<file path="src/shared/lbrw_defines.svh">
`ifndef LBRW_DEFINES_SVH
`define LBRW_DEFINES_SVH

// ----------------------------------------
// Register word indices (byte address = 4 * index)
// ----------------------------------------
`define LBRW_IDX_READ_MODE   10'h110
`define LBRW_IDX_READ_FMT    10'h111
`define LBRW_IDX_SRC_OFFSET  10'h112
`define LBRW_IDX_DL_DATA     10'h114
`define LBRW_IDX_WIN_BASE    10'h115
`define LBRW_IDX_DEPTH_UP    10'h116
`define LBRW_IDX_STEN_UP     10'h117
`define LBRW_IDX_WRITE_MODE  10'h118
`define LBRW_IDX_WRITE_FMT   10'h119
`define LBRW_IDX_STATUS      10'h11F
`define LBRW_IDX_FILTER      10'h180

// ----------------------------------------
// Field positions
// ----------------------------------------
`define LBRW_RM_PP0_LSB      0
`define LBRW_RM_PP1_LSB      3
`define LBRW_RM_PP2_LSB      6
`define LBRW_RM_SRC_EN       9
`define LBRW_RM_DST_EN       10
`define LBRW_RM_TYPE_LSB     16
`define LBRW_RM_ORIGIN       18
`define LBRW_RM_PATCH        19
`define LBRW_FMT_DEPTH_LSB   0
`define LBRW_FMT_STEN_LSB    2
`define LBRW_WM_ENABLE       0
`define LBRW_FLT_DEPTH_TAG   4
`define LBRW_FLT_DEPTH_DATA  5
`define LBRW_FLT_STEN_TAG    6
`define LBRW_FLT_STEN_DATA   7

// ----------------------------------------
// Codes, tags, reset values, geometry
// ----------------------------------------
`define LBRW_DEPTH_W16       2'h0
`define LBRW_DEPTH_W15       2'h3
`define LBRW_STEN_NONE       2'h0
`define LBRW_STEN_ONE        2'h3
`define LBRW_TYPE_DEFAULT    2'h0
`define LBRW_TYPE_STENCIL    2'h1
`define LBRW_TYPE_DEPTH      2'h2
`define LBRW_TAG_DEPTH_UP    32'h0000_0116
`define LBRW_TAG_STEN_UP     32'h0000_0117
`define LBRW_REG_RESET       32'h0000_0000
`define LBRW_PP_BASE_WIDTH   32'h0000_0020
`define LBRW_PATCH_SHIFT     3

`endif

</file>
<file path="src/shared/lbrw_pkg.sv">
package lbrw_pkg;

  // Fragment request from the pipeline
  typedef struct packed {
    logic [11:0] x;
    logic [11:0] y;
    logic [15:0] depth;
    logic        stencil;
    logic        copy;
    logic        write;
    logic        download;
  } lbrw_frag_t;

  // Localbuffer memory command
  typedef struct packed {
    logic [31:0] addr;
    logic [31:0] wdata;
    logic        we;
  } lbrw_mem_cmd_t;

  // Word for the host output FIFO
  typedef struct packed {
    logic        is_tag;
    logic [31:0] word;
  } lbrw_out_word_t;

  // Sequencer states
  typedef enum logic [3:0] {
    ST_IDLE, ST_RD_SRC, ST_WAIT_SRC, ST_RD_DST, ST_WAIT_DST,
    ST_WRITE, ST_UP_TAG, ST_UP_DATA, ST_DONE
  } lbrw_state_t;

endpackage : lbrw_pkg

</file>
<file path="src/rtl/lbrw_unit.sv">
`timescale 1ns/1ps
`include "lbrw_defines.svh"
// What this block does
// [RULE_01] Download words stored raw, never reformatted
// [RULE_02] Narrow depth upload right justified, zero filled
// [RULE_03] Depth upload carries its tag; register read-only
// [RULE_04] Read depth width: 0=16, 3=15
// [RULE_05] Read stencil width: 0=none, 3=one bit
// [RULE_06] Format changes need no sync; overlap undefined
// [RULE_07] Write format uses the same width codes
// [RULE_08] Three partial products set scanline width
// [RULE_09] Bits 9,10 enable source, destination reads
// [RULE_10] Data type: default, stencil or depth upload
// [RULE_11] Bit 18 selects bottom-left origin, flips Y
// [RULE_12] Bit 19 selects patched addressing
// [RULE_13] Software drains pipeline after enabling reads
// [RULE_14] Copy source is destination minus offset
// [RULE_15] Window base added to every address
// [RULE_16] Write mode bit 0 gates all writes
// [RULE_17] Stencil upload returned through output FIFO
// [RULE_18] Filter bit 7 passes stencil data
// [RULE_19] Filter bits 4,5 pass depth tag, data
// [RULE_20] Filter bit 6 stencil tag; tag first
// [RULE_21] Linear address: base + y*width + x
// [RULE_22] Reserved width codes give undefined data
module lbrw_unit #(
  parameter int ADDR_W = 24
) (
  // Clock and reset
  input  wire logic                    clock,
  input  wire logic                    srst,
  // APB slave
  input  wire logic                    psel,
  input  wire logic                    penable,
  input  wire logic                    pwrite,
  input  wire logic [11:0]             paddr,
  input  wire logic [31:0]             pwdata,
  output logic      [31:0]             prdata,
  output logic                         pready,
  output logic                         pslverr,
  // Fragment requests
  input  wire logic                    px_valid,
  output logic                         px_ready,
  input  wire lbrw_pkg::lbrw_frag_t    px_req,
  output logic                         px_done,
  output logic      [31:0]             px_src_data,
  output logic      [31:0]             px_dst_data,
  // Localbuffer memory
  output logic                         lb_valid,
  input  wire logic                    lb_gnt,
  output lbrw_pkg::lbrw_mem_cmd_t      lb_cmd,
  input  wire logic                    lb_rvalid,
  input  wire logic [31:0]             lb_rdata,
  // Host output FIFO
  output logic                         of_valid,
  input  wire logic                    of_ready,
  output lbrw_pkg::lbrw_out_word_t     of_word
);

  // Elaboration check of the address width
  if (ADDR_W < 16 || ADDR_W > 32) begin : g_bad_addr_w
    $error("ADDR_W must lie between 16 and 32");
  end

  // ----------------------------------------
  // Registers
  // ----------------------------------------
  logic [31:0] read_mode_control_r, read_format_widths_r, copy_source_offset_r;
  logic [31:0] write_mode_control_r, write_format_widths_r, window_base_address_r;
  logic [31:0] output_fifo_filter_r, download_word_r, depth_upload_word_r, stencil_upload_word_r;
  logic        dl_pend_r;
  lbrw_pkg::lbrw_state_t state_r;

  // Bus decode
  logic        setup_ph, wr_en;
  logic [9:0]  idx;
  logic        mapped;
  assign setup_ph = psel & ~penable;
  assign wr_en    = psel & penable & pwrite & ~pslverr;
  assign idx      = paddr[11:2];
  assign pready   = 1'b1;

  function automatic logic is_mapped(input logic [9:0] i);
    case (i)
      `LBRW_IDX_READ_MODE, `LBRW_IDX_READ_FMT, `LBRW_IDX_SRC_OFFSET, `LBRW_IDX_DL_DATA,
      `LBRW_IDX_WIN_BASE, `LBRW_IDX_DEPTH_UP, `LBRW_IDX_STEN_UP, `LBRW_IDX_WRITE_MODE,
      `LBRW_IDX_WRITE_FMT, `LBRW_IDX_STATUS, `LBRW_IDX_FILTER: is_mapped = 1'b1;
      default: is_mapped = 1'b0;
    endcase
  endfunction : is_mapped

  // Read-only words refuse writes
  function automatic logic is_read_only(input logic [9:0] i);
    is_read_only = (i == `LBRW_IDX_DEPTH_UP) || (i == `LBRW_IDX_STEN_UP) || (i == `LBRW_IDX_STATUS);
  endfunction : is_read_only

  assign mapped = is_mapped(idx);

  // Error answer latched in setup cycle
  // [RULE_03] refuse upload writes
  always_ff @(posedge clock) begin
    if (srst) begin
      pslverr <= 1'b0;
    end else if (setup_ph) begin
      pslverr <= ~mapped | (pwrite & is_read_only(idx));
    end
  end

  // Read data latched in setup cycle
  always_ff @(posedge clock) begin
    if (srst) begin
      prdata <= `LBRW_REG_RESET;
    end else if (setup_ph) begin
      case (idx)
        `LBRW_IDX_READ_MODE:  prdata <= read_mode_control_r;
        `LBRW_IDX_READ_FMT:   prdata <= read_format_widths_r;
        `LBRW_IDX_SRC_OFFSET: prdata <= copy_source_offset_r;
        `LBRW_IDX_DL_DATA:    prdata <= download_word_r;
        `LBRW_IDX_WIN_BASE:   prdata <= window_base_address_r;
        `LBRW_IDX_DEPTH_UP:   prdata <= depth_upload_word_r;
        `LBRW_IDX_STEN_UP:    prdata <= stencil_upload_word_r;
        `LBRW_IDX_WRITE_MODE: prdata <= write_mode_control_r;
        `LBRW_IDX_WRITE_FMT:  prdata <= write_format_widths_r;
        `LBRW_IDX_STATUS:     prdata <= {30'h0000_0000, dl_pend_r, state_r != lbrw_pkg::ST_IDLE};
        `LBRW_IDX_FILTER:     prdata <= output_fifo_filter_r;
        default:              prdata <= `LBRW_REG_RESET;
      endcase
    end
  end

  // Configuration writes, taken without pipeline sync
  // [RULE_06] format change any time
  always_ff @(posedge clock) begin
    if (srst) begin
      read_mode_control_r   <= `LBRW_REG_RESET;
      read_format_widths_r  <= `LBRW_REG_RESET;
      copy_source_offset_r  <= `LBRW_REG_RESET;
      write_mode_control_r  <= `LBRW_REG_RESET;
      write_format_widths_r <= `LBRW_REG_RESET;
      window_base_address_r <= `LBRW_REG_RESET;
      output_fifo_filter_r  <= `LBRW_REG_RESET;
      download_word_r       <= `LBRW_REG_RESET;
    end else if (wr_en) begin
      case (idx)
        `LBRW_IDX_READ_MODE:  read_mode_control_r   <= pwdata;
        `LBRW_IDX_READ_FMT:   read_format_widths_r  <= pwdata;
        `LBRW_IDX_SRC_OFFSET: copy_source_offset_r  <= pwdata;
        `LBRW_IDX_DL_DATA:    download_word_r       <= pwdata;
        `LBRW_IDX_WIN_BASE:   window_base_address_r <= pwdata;
        `LBRW_IDX_WRITE_MODE: write_mode_control_r  <= pwdata;
        `LBRW_IDX_WRITE_FMT:  write_format_widths_r <= pwdata;
        `LBRW_IDX_FILTER:     output_fifo_filter_r  <= pwdata;
        default: ;
      endcase
    end
  end

  // ----------------------------------------
  // Field decode
  // ----------------------------------------
  logic [2:0]  pp0, pp1, pp2;
  logic        src_en, dst_en, origin_bl, patch_en, wr_gate;
  logic [1:0]  data_type, rd_dw, rd_sw, wr_dw, wr_sw;
  logic [ADDR_W-1:0] scan_w;
  assign pp0       = read_mode_control_r[`LBRW_RM_PP0_LSB +: 3];
  assign pp1       = read_mode_control_r[`LBRW_RM_PP1_LSB +: 3];
  assign pp2       = read_mode_control_r[`LBRW_RM_PP2_LSB +: 3];
  assign src_en    = read_mode_control_r[`LBRW_RM_SRC_EN];
  assign dst_en    = read_mode_control_r[`LBRW_RM_DST_EN];
  assign data_type = read_mode_control_r[`LBRW_RM_TYPE_LSB +: 2];
  assign origin_bl = read_mode_control_r[`LBRW_RM_ORIGIN];
  assign patch_en  = read_mode_control_r[`LBRW_RM_PATCH];
  assign rd_dw     = read_format_widths_r[`LBRW_FMT_DEPTH_LSB +: 2];
  assign rd_sw     = read_format_widths_r[`LBRW_FMT_STEN_LSB +: 2];
  assign wr_dw     = write_format_widths_r[`LBRW_FMT_DEPTH_LSB +: 2];
  assign wr_sw     = write_format_widths_r[`LBRW_FMT_STEN_LSB +: 2];
  assign wr_gate   = write_mode_control_r[`LBRW_WM_ENABLE];

  // Partial product term: code 0 adds nothing
  function automatic logic [ADDR_W-1:0] pp_term(input logic [2:0] p);
    logic [ADDR_W-1:0] base;
    base = ADDR_W'(`LBRW_PP_BASE_WIDTH);
    pp_term = (p == 3'h0) ? '0 : base << (p - 3'h1);
  endfunction : pp_term

  // [RULE_08] scanline width
  assign scan_w = pp_term(pp0) + pp_term(pp1) + pp_term(pp2);

  // Depth bits: 16 or 15; reserved codes act as 16
  // [RULE_04] [RULE_07] [RULE_22] depth width
  function automatic logic [4:0] depth_bits(input logic [1:0] code);
    depth_bits = (code == `LBRW_DEPTH_W15) ? 5'h0F : 5'h10;
  endfunction : depth_bits

  // Address of a pixel in the localbuffer
  function automatic logic [ADDR_W-1:0] pixel_addr(input logic [11:0] x, input logic [11:0] y);
    logic [ADDR_W-1:0] yoff, xoff;
    yoff = '0;
    xoff = '0;
    if (patch_en) begin
      // [RULE_12] 8x8 patched tiles
      yoff = ((ADDR_W'(y >> `LBRW_PATCH_SHIFT) * scan_w) << `LBRW_PATCH_SHIFT)
           + ADDR_W'({y[2:0], 3'h0});
      xoff = ADDR_W'({x >> `LBRW_PATCH_SHIFT, 6'h00}) + ADDR_W'(x[2:0]);
    end else begin
      // [RULE_21] linear rows
      yoff = ADDR_W'(y) * scan_w;
      xoff = ADDR_W'(x);
    end
    // [RULE_15] [RULE_11] base plus signed row offset
    if (origin_bl) begin
      pixel_addr = window_base_address_r[ADDR_W-1:0] - yoff + xoff;
    end else begin
      pixel_addr = window_base_address_r[ADDR_W-1:0] + yoff + xoff;
    end
  endfunction : pixel_addr

  // ----------------------------------------
  // Sequencer
  // ----------------------------------------
  lbrw_pkg::lbrw_frag_t req_r;
  logic [ADDR_W-1:0] dst_addr_r, src_addr_r;
  logic [31:0]       rd_word_r, wr_word;
  logic              accept, is_upload, do_write, tag_pass, data_pass;
  logic [4:0]        rdb;

  assign accept    = (state_r == lbrw_pkg::ST_IDLE) & px_valid & px_ready;
  assign px_ready  = (state_r == lbrw_pkg::ST_IDLE) & (~px_req.download | dl_pend_r);
  // [RULE_10] upload data type
  assign is_upload = (data_type == `LBRW_TYPE_STENCIL) | (data_type == `LBRW_TYPE_DEPTH);
  // [RULE_16] write gate
  assign do_write  = wr_gate & (req_r.write | req_r.download);
  assign rdb       = depth_bits(rd_dw);

  // Filter for current upload type
  // [RULE_18] [RULE_19] [RULE_20] filter bits
  assign tag_pass  = (data_type == `LBRW_TYPE_DEPTH) ? output_fifo_filter_r[`LBRW_FLT_DEPTH_TAG]
                                                     : output_fifo_filter_r[`LBRW_FLT_STEN_TAG];
  assign data_pass = (data_type == `LBRW_TYPE_DEPTH) ? output_fifo_filter_r[`LBRW_FLT_DEPTH_DATA]
                                                     : output_fifo_filter_r[`LBRW_FLT_STEN_DATA];

  // Packing of the write word
  always_comb begin
    wr_word = 32'h0000_0000;
    if (req_r.download) begin
      // [RULE_01] raw download
      wr_word = download_word_r;
    end else if (wr_dw == `LBRW_DEPTH_W15) begin
      wr_word[14:0] = req_r.depth[14:0];
      wr_word[15]   = (wr_sw == `LBRW_STEN_ONE) & req_r.stencil;
    end else begin
      wr_word[15:0] = req_r.depth;
      wr_word[16]   = (wr_sw == `LBRW_STEN_ONE) & req_r.stencil;
    end
  end

  // Next read step after source
  function automatic lbrw_pkg::lbrw_state_t after_src();
    after_src = dst_en ? lbrw_pkg::ST_RD_DST : lbrw_pkg::ST_WRITE;
  endfunction : after_src

  // State and memory command
  always_ff @(posedge clock) begin
    if (srst) begin
      state_r    <= lbrw_pkg::ST_IDLE;
      req_r      <= '0;
      dst_addr_r <= '0;
      src_addr_r <= '0;
      lb_cmd     <= '0;
    end else begin
      case (state_r)
        lbrw_pkg::ST_IDLE: begin
          if (accept) begin
            req_r      <= px_req;
            dst_addr_r <= pixel_addr(px_req.x, px_req.y);
            // [RULE_14] source = destination - offset
            src_addr_r <= pixel_addr(px_req.x, px_req.y) - copy_source_offset_r[ADDR_W-1:0];
            // [RULE_09] skip disabled reads
            if (src_en & px_req.copy) begin
              state_r <= lbrw_pkg::ST_RD_SRC;
            end else if (dst_en) begin
              state_r <= lbrw_pkg::ST_RD_DST;
            end else begin
              state_r <= lbrw_pkg::ST_WRITE;
            end
          end
        end
        lbrw_pkg::ST_RD_SRC: begin
          lb_cmd <= '{addr: 32'(src_addr_r), wdata: 32'h0000_0000, we: 1'b0};
          if (lb_valid & lb_gnt) begin
            state_r <= lbrw_pkg::ST_WAIT_SRC;
          end
        end
        lbrw_pkg::ST_WAIT_SRC: begin
          if (lb_rvalid) begin
            state_r <= after_src();
          end
        end
        lbrw_pkg::ST_RD_DST: begin
          lb_cmd <= '{addr: 32'(dst_addr_r), wdata: 32'h0000_0000, we: 1'b0};
          if (lb_valid & lb_gnt) begin
            state_r <= lbrw_pkg::ST_WAIT_DST;
          end
        end
        lbrw_pkg::ST_WAIT_DST: begin
          if (lb_rvalid) begin
            state_r <= is_upload ? lbrw_pkg::ST_UP_TAG : lbrw_pkg::ST_WRITE;
          end
        end
        lbrw_pkg::ST_WRITE: begin
          lb_cmd <= '{addr: 32'(dst_addr_r), wdata: wr_word, we: 1'b1};
          if (~do_write | (lb_valid & lb_gnt)) begin
            state_r <= lbrw_pkg::ST_DONE;
          end
        end
        // [RULE_20] tag before data
        lbrw_pkg::ST_UP_TAG: begin
          if (~tag_pass | of_ready) begin
            state_r <= lbrw_pkg::ST_UP_DATA;
          end
        end
        lbrw_pkg::ST_UP_DATA: begin
          if (~data_pass | of_ready) begin
            state_r <= lbrw_pkg::ST_WRITE;
          end
        end
        lbrw_pkg::ST_DONE: state_r <= lbrw_pkg::ST_IDLE;
        default:           state_r <= lbrw_pkg::ST_IDLE;
      endcase
    end
  end

  // Memory request valid once command is loaded
  assign lb_valid = ((state_r == lbrw_pkg::ST_RD_SRC) & ~lb_cmd.we & (lb_cmd.addr == 32'(src_addr_r)))
                  | ((state_r == lbrw_pkg::ST_RD_DST) & ~lb_cmd.we & (lb_cmd.addr == 32'(dst_addr_r)))
                  | ((state_r == lbrw_pkg::ST_WRITE) & do_write & lb_cmd.we & (lb_cmd.addr == 32'(dst_addr_r))
                     & (lb_cmd.wdata == wr_word));

  // Captured read data
  always_ff @(posedge clock) begin
    if (srst) begin
      px_src_data <= 32'h0000_0000;
      px_dst_data <= 32'h0000_0000;
      rd_word_r   <= 32'h0000_0000;
    end else if (lb_rvalid) begin
      if (state_r == lbrw_pkg::ST_WAIT_SRC) begin
        px_src_data <= lb_rdata;
      end
      if (state_r == lbrw_pkg::ST_WAIT_DST) begin
        px_dst_data <= lb_rdata;
        rd_word_r   <= lb_rdata;
      end
    end
  end

  // Completion pulse
  always_ff @(posedge clock) begin
    if (srst) begin
      px_done <= 1'b0;
    end else begin
      px_done <= (state_r == lbrw_pkg::ST_DONE);
    end
  end

  // Download pending flag; set wins over consume
  always_ff @(posedge clock) begin
    if (srst) begin
      dl_pend_r <= 1'b0;
    end else if (wr_en & (idx == `LBRW_IDX_DL_DATA)) begin
      dl_pend_r <= 1'b1;
    end else if (accept & px_req.download) begin
      dl_pend_r <= 1'b0;
    end
  end

  // ----------------------------------------
  // Upload formatting and output FIFO
  // ----------------------------------------
  logic [31:0] up_depth, up_sten;
  // [RULE_02] right justify, zero extend
  assign up_depth = (rd_dw == `LBRW_DEPTH_W15) ? {17'h0_0000, rd_word_r[14:0]} : {16'h0000, rd_word_r[15:0]};
  // [RULE_05] stencil bit above depth
  assign up_sten  = (rd_sw == `LBRW_STEN_ONE) ? {31'h0000_0000, rd_word_r[rdb]} : 32'h0000_0000;

  // Output word loaded on entry to each upload step
  // [RULE_03] [RULE_17] tagged words to FIFO
  always_ff @(posedge clock) begin
    if (srst) begin
      of_word <= '0;
    end else if (state_r == lbrw_pkg::ST_WAIT_DST) begin
      of_word <= '{is_tag: 1'b1, word: (data_type == `LBRW_TYPE_DEPTH) ? `LBRW_TAG_DEPTH_UP
                                                                        : `LBRW_TAG_STEN_UP};
    end else if ((state_r == lbrw_pkg::ST_UP_TAG) & (~tag_pass | of_ready)) begin
      of_word <= '{is_tag: 1'b0, word: (data_type == `LBRW_TYPE_DEPTH) ? up_depth : up_sten};
    end
  end

  assign of_valid = ((state_r == lbrw_pkg::ST_UP_TAG) & tag_pass)
                  | ((state_r == lbrw_pkg::ST_UP_DATA) & data_pass);

  // Last uploaded words, readable by software
  always_ff @(posedge clock) begin
    if (srst) begin
      depth_upload_word_r   <= `LBRW_REG_RESET;
      stencil_upload_word_r <= `LBRW_REG_RESET;
    end else if (state_r == lbrw_pkg::ST_UP_DATA) begin
      if (data_type == `LBRW_TYPE_DEPTH) begin
        depth_upload_word_r <= up_depth;
      end else begin
        stencil_upload_word_r <= up_sten;
      end
    end
  end

  // ----------------------------------------
  // Assertions
  // ----------------------------------------
  property p_write_gate;
    @(posedge clock) disable iff (srst) (lb_valid & lb_cmd.we) |-> wr_gate;
  endproperty
  a_write_gate: assert property (p_write_gate) else $error("write issued while disabled"); // [RULE_16]

  property p_depth_zero_ext;
    @(posedge clock) disable iff (srst)
      (of_valid & ~of_word.is_tag & (data_type == `LBRW_TYPE_DEPTH) & (rd_dw == `LBRW_DEPTH_W15))
      |-> (of_word.word[31:15] == 17'h0_0000);
  endproperty
  a_depth_zero_ext: assert property (p_depth_zero_ext) else $error("depth upload not zero extended"); // [RULE_02]

  property p_tag_first;
    @(posedge clock) disable iff (srst)
      (state_r == lbrw_pkg::ST_UP_TAG) |-> (of_word.is_tag & ~(of_valid & ~of_word.is_tag));
  endproperty
  a_tag_first: assert property (p_tag_first) else $error("data word before tag"); // [RULE_20]

  property p_depth_tag;
    @(posedge clock) disable iff (srst)
      (of_valid & of_word.is_tag & (data_type == `LBRW_TYPE_DEPTH)) |-> (of_word.word == `LBRW_TAG_DEPTH_UP);
  endproperty
  a_depth_tag: assert property (p_depth_tag) else $error("wrong depth upload tag"); // [RULE_03]

  property p_sten_filter;
    @(posedge clock) disable iff (srst)
      (of_valid & ~of_word.is_tag & (data_type == `LBRW_TYPE_STENCIL)) |-> output_fifo_filter_r[`LBRW_FLT_STEN_DATA];
  endproperty
  a_sten_filter: assert property (p_sten_filter) else $error("culled stencil data sent"); // [RULE_18]

  property p_depth_filter;
    @(posedge clock) disable iff (srst)
      (of_valid & (data_type == `LBRW_TYPE_DEPTH))
      |-> (of_word.is_tag ? output_fifo_filter_r[`LBRW_FLT_DEPTH_TAG] : output_fifo_filter_r[`LBRW_FLT_DEPTH_DATA]);
  endproperty
  a_depth_filter: assert property (p_depth_filter) else $error("culled depth word sent"); // [RULE_19]

  property p_copy_src;
    @(posedge clock) disable iff (srst)
      lb_valid & (state_r == lbrw_pkg::ST_RD_SRC)
      |-> (lb_cmd.addr[ADDR_W-1:0] == dst_addr_r - copy_source_offset_r[ADDR_W-1:0]);
  endproperty
  a_copy_src: assert property (p_copy_src) else $error("copy source address wrong"); // [RULE_14]

  property p_no_dst_read;
    @(posedge clock) disable iff (srst)
      (accept & ~dst_en & ~(src_en & px_req.copy)) |=> (state_r == lbrw_pkg::ST_WRITE) ##1 ~lb_valid | lb_cmd.we;
  endproperty
  a_no_dst_read: assert property (p_no_dst_read) else $error("disabled read performed"); // [RULE_09]

  property p_raw_download;
    @(posedge clock) disable iff (srst)
      (lb_valid & lb_cmd.we & req_r.download) |-> (lb_cmd.wdata == download_word_r);
  endproperty
  a_raw_download: assert property (p_raw_download) else $error("download word reformatted"); // [RULE_01]

endmodule : lbrw_unit

</file>
<file path="config.mk">
export PLATFORM = sky130hd
export DESIGN_NAME = lbrw_unit
export DESIGN_NICKNAME = d
export VERILOG_FILES = /design/src/shared/lbrw_pkg.sv /design/src/rtl/lbrw_unit.sv
export VERILOG_INCLUDE_DIRS = /design/src /design/src/shared
export SDC_FILE = /design/constraint.sdc
export NUM_CORES = 2
export LEC_CHECK = 0
export ABC_CLOCK_PERIOD_IN_PS = 15400
export BUFFER_PORTS_ARGS = -buffer_cell sky130_fd_sc_hd__buf_2
export CORE_ASPECT_RATIO = 1.4
export CORE_UTILIZATION = 44
export CTS_BUF_LIST = sky130_fd_sc_hd__clkbuf_2
export DETAILED_ROUTE_END_ITERATION = 8
export HOLD_SLACK_MARGIN = 0.02
export PLACE_DENSITY = 0.6
export SYNTH_ARGS = -nofsm -noshare
export SYNTH_HDL_FRONTEND = slang
export SYNTH_SLANG_ARGS = --single-unit
export TNS_END_PERCENT = 10
</file>
<file path="constraint.sdc">
create_clock -name clock -period 15.4 [get_ports clock]
set_clock_uncertainty 0.05 [all_clocks]
set_input_delay 2.31 -clock clock [delete_from_list [all_inputs] [get_ports clock]]
set_output_delay 2.31 -clock clock [all_outputs]
set_load 0.02 [all_outputs]
</file>
==> flow_summary.toml <==
[global_route]
antenna_found_initial = 6
grt_max_degree = 192
grt_pass1_wl_um = 159000
grtUsageTotal_pct = 28.9
grt_pass1_vias = 27680
grt_overflow = 0

[synth]
synth_common_cells = "nand2_1, dfxtp_1, a21oi_1, inv_1, nor2_1"
yosysSeqAreaShare_pct = 33.4
synthArstFlopShare_pct = 0
synth_seq_cells = 517
synth-edff-count = 0
synth_top_area_cell = "dfxtp_1"
yosys.cell_count.top_type = "nand2_1"
synth_top_area_share_pct = 33.4
avgSynthCellArea_sq_um = 7.84
synth_area_sq_um = 31000
synth_cells = 3949
synth_area_leaders = "dfxtp_1, nand2_1, a21oi_1"
ys.flop_type = "dfxtp_1"
ys_types = 90
yosys_warnings = 0

[cts]
cts_resized = 0
cts.path.max_buffers = 3
htreeDepth = 3
hold_buffers = 0
insertion_delay_ps = 1230
cts_buffers = 120
root_buffer = "clkbuf_2"
path_clk_slew_ps = 120
cts_tree = "built"
postCtsSetupRepairBufs = 0
cts_sinks = 517

[power]
clkPwrFrac_pct = 28.3
power.leakage_nw = 14.0
power_mw = 3.41
swShare_pct = 37.2
p_int_mw = 2.14
share_comb_of_total_power_pct = 26.8
p_per_area_nw_per_um2 = 100
seqPwrFrac_pct = 44.9
p_sw_mw = 1.27
ir_drop_v = 0.0000873

[placement]
post-dp-hpwl_um = 73800
dpl_worst_slack_ps = 4220
gp_congestion = 0.893
place_inst = 4938
io_buffers = 301

[worst_setup_path]
crit_path_end_kind = "flip-flop"
cpMostUsedCell = "fa_1"
crit_buf_inv = 6
cp-start-kind = "flip-flop"
cp.depth = 41
cp_max_fo = 12
slowest_stage = "a21oi_2"
crit_required_ps = 16440
path_class = "flip-flop to flip-flop"
worstPathArrival_ps = 12190
worstRegToRegCells = 41
max_stage_delay_ps = 730
critPathTopFamily = "adder cells"

[die]
row_count = 114
die_y_um = 316
initial_utilization_pct = 44.7
pin_count = 329
core_area_sq_um = 69300
die-area_sq_um = 71500
die_w_um = 226

[timing]
worst_slack_ps = 4250
period_needed_ps = 11150
fmax_mhz = 89.7
whs_ps = 407
tightestPinTransition_ps = 1190
hold_viol = 0
final.setup.tns_ps = 0
period_share_pct = 72.4
slew_headroom_pct = 20.9
slew_violations = 0
finalSetupViolCount = 0
rsz0062_at_grt = "no"

[routing]
wl_met1_um = 40600
drc_errors = 0
drt_iter0_drc = 2312
route.vias.total = 28244
wl_met2_um = 51600
first_pass_iters = 6
avgRoutedWirePerCell_um = 20.2
vias_per_cell = 5.48
top_layer = "met5"
antenna_left = 0
routed-wl-met3_um = 6840
drt_wl_total_um = 104000

[flow_run]
maxCapViolCount = 0

[layout]
finalNetCount = 4533
area_growth_syn_to_layout_pct = 9.75
drive_above_1_share_pct = 14.0
fin_cells = 5156

[min_path]
min_path_type = "flip-flop to flip-flop"
hold_depth = 2

[status]
status = "completed"
==> layout make-up <==
| type | instances | area [sq um] |
|---|---|---|
| Fill cell | 7192 | 35300 |
| Multi-Input combinational cell | 2867 | 18400 |
| Sequential cell | 517 | 10400 |
| Timing Repair Buffer | 342 | 1840 |
| Tap cell | 928 | 1160 |
| Inverter | 284 | 1070 |
| Clock buffer | 170 | 851 |
| Clock inverter | 45 | 327 |
| Antenna cell | 3 | 7.51 |
==> per-stage QoR <==
step                instance area [sq um]  utilization [%]
floorplan                           31100                -
global placement                    32800             47.3
detailed placement                  32800             47.3
CTS                                 34000             49.0
global route                        34000             49.0
finish                              34000             49.0
==> per-layer routing <==
layer	track usage, %	vias up
li1	-	13593
met1	33.8	13455
met2	50.2	970
met3	5.04	224
met4	15.1	2
met5	0	-
==> cells by family (layout without fill, tap and decap cells) <==
family                   count (synthesis)  count (layout)  share of synthesized area (%)
AO/OA/AOI/OAI                          911             911                           18.4
flip-flops                             517             517                           33.4
multiplexers                            69              69                           2.29
other                                    2              31                         0.0243
adder cells (fa/ha/maj)                272             272                           13.9
AND/OR/NAND/NOR                       1441            1441                           19.8
buffers and inverters                  591             841                           7.95
XOR/XNOR                               146             146                           4.24
==> power groups by stage <==
stage / Combinational (mW) / Sequential [mW] / Clock (mW)
global placement: 0.906 / 1.56 / 0
detailed placement: 0.914 / 1.56 / 0
floorplan: 0.613 / 1.58 / 0
finish: 0.914 / 1.53 / 0.968
CTS: 0.917 / 1.53 / 0.988
global route: 1.00 / 1.54 / 1.05
==> worst paths after layout <==
check | start | to | slack, ps
min | px_src_data[3] | px_src_data[3] | 410
max | read_mode_control_r[6] | src_addr_r[23] | 4250
max reg2reg | read_mode_control_r[6] | src_addr_r[23] | 4250
min reg2reg | px_src_data[3] | px_src_data[3] | 410
==> worst min-delay path, delay by kind of cell, from the launching register on <==
kind	cells	cell delay [ps]
AOI/OAI and AO/OA	1	50
DFF	1	320
and+or+nand+nor	1	50
==> cell usage in the layout, fill, tap and decap left out, drive strengths merged, types with 52 or more instances in the layout <==
cell type,instances
a22oi,52
xnor2,88
a222oi,63
ha,151
o21ai,69
mux2i,58
nand2,923
xor2,56
inv,285
nor2,229
clkbuf,170
fa,121
dfxtp,517
buf,342
a21oi,507
==> state kept, by name, indices dropped and copies added, names as in the netlist, 16 cells and up <==
name                   count
write_format_widths_r     32
src_addr_r                24
output_fifo_filter_r      32
lb_cmd                    57
depth_upload_word_r       16
px_src_data               32
read_format_widths_r      32
window_base_address_r     32
dst_addr_r                24
of_word                   17
read_mode_control_r       32
req_r                     19
download_word_r           32
rd_word_r                 32
write_mode_control_r      32
prdata                    32
copy_source_offset_r      32
No activity file was read; power rests on OpenSTA's default activity.
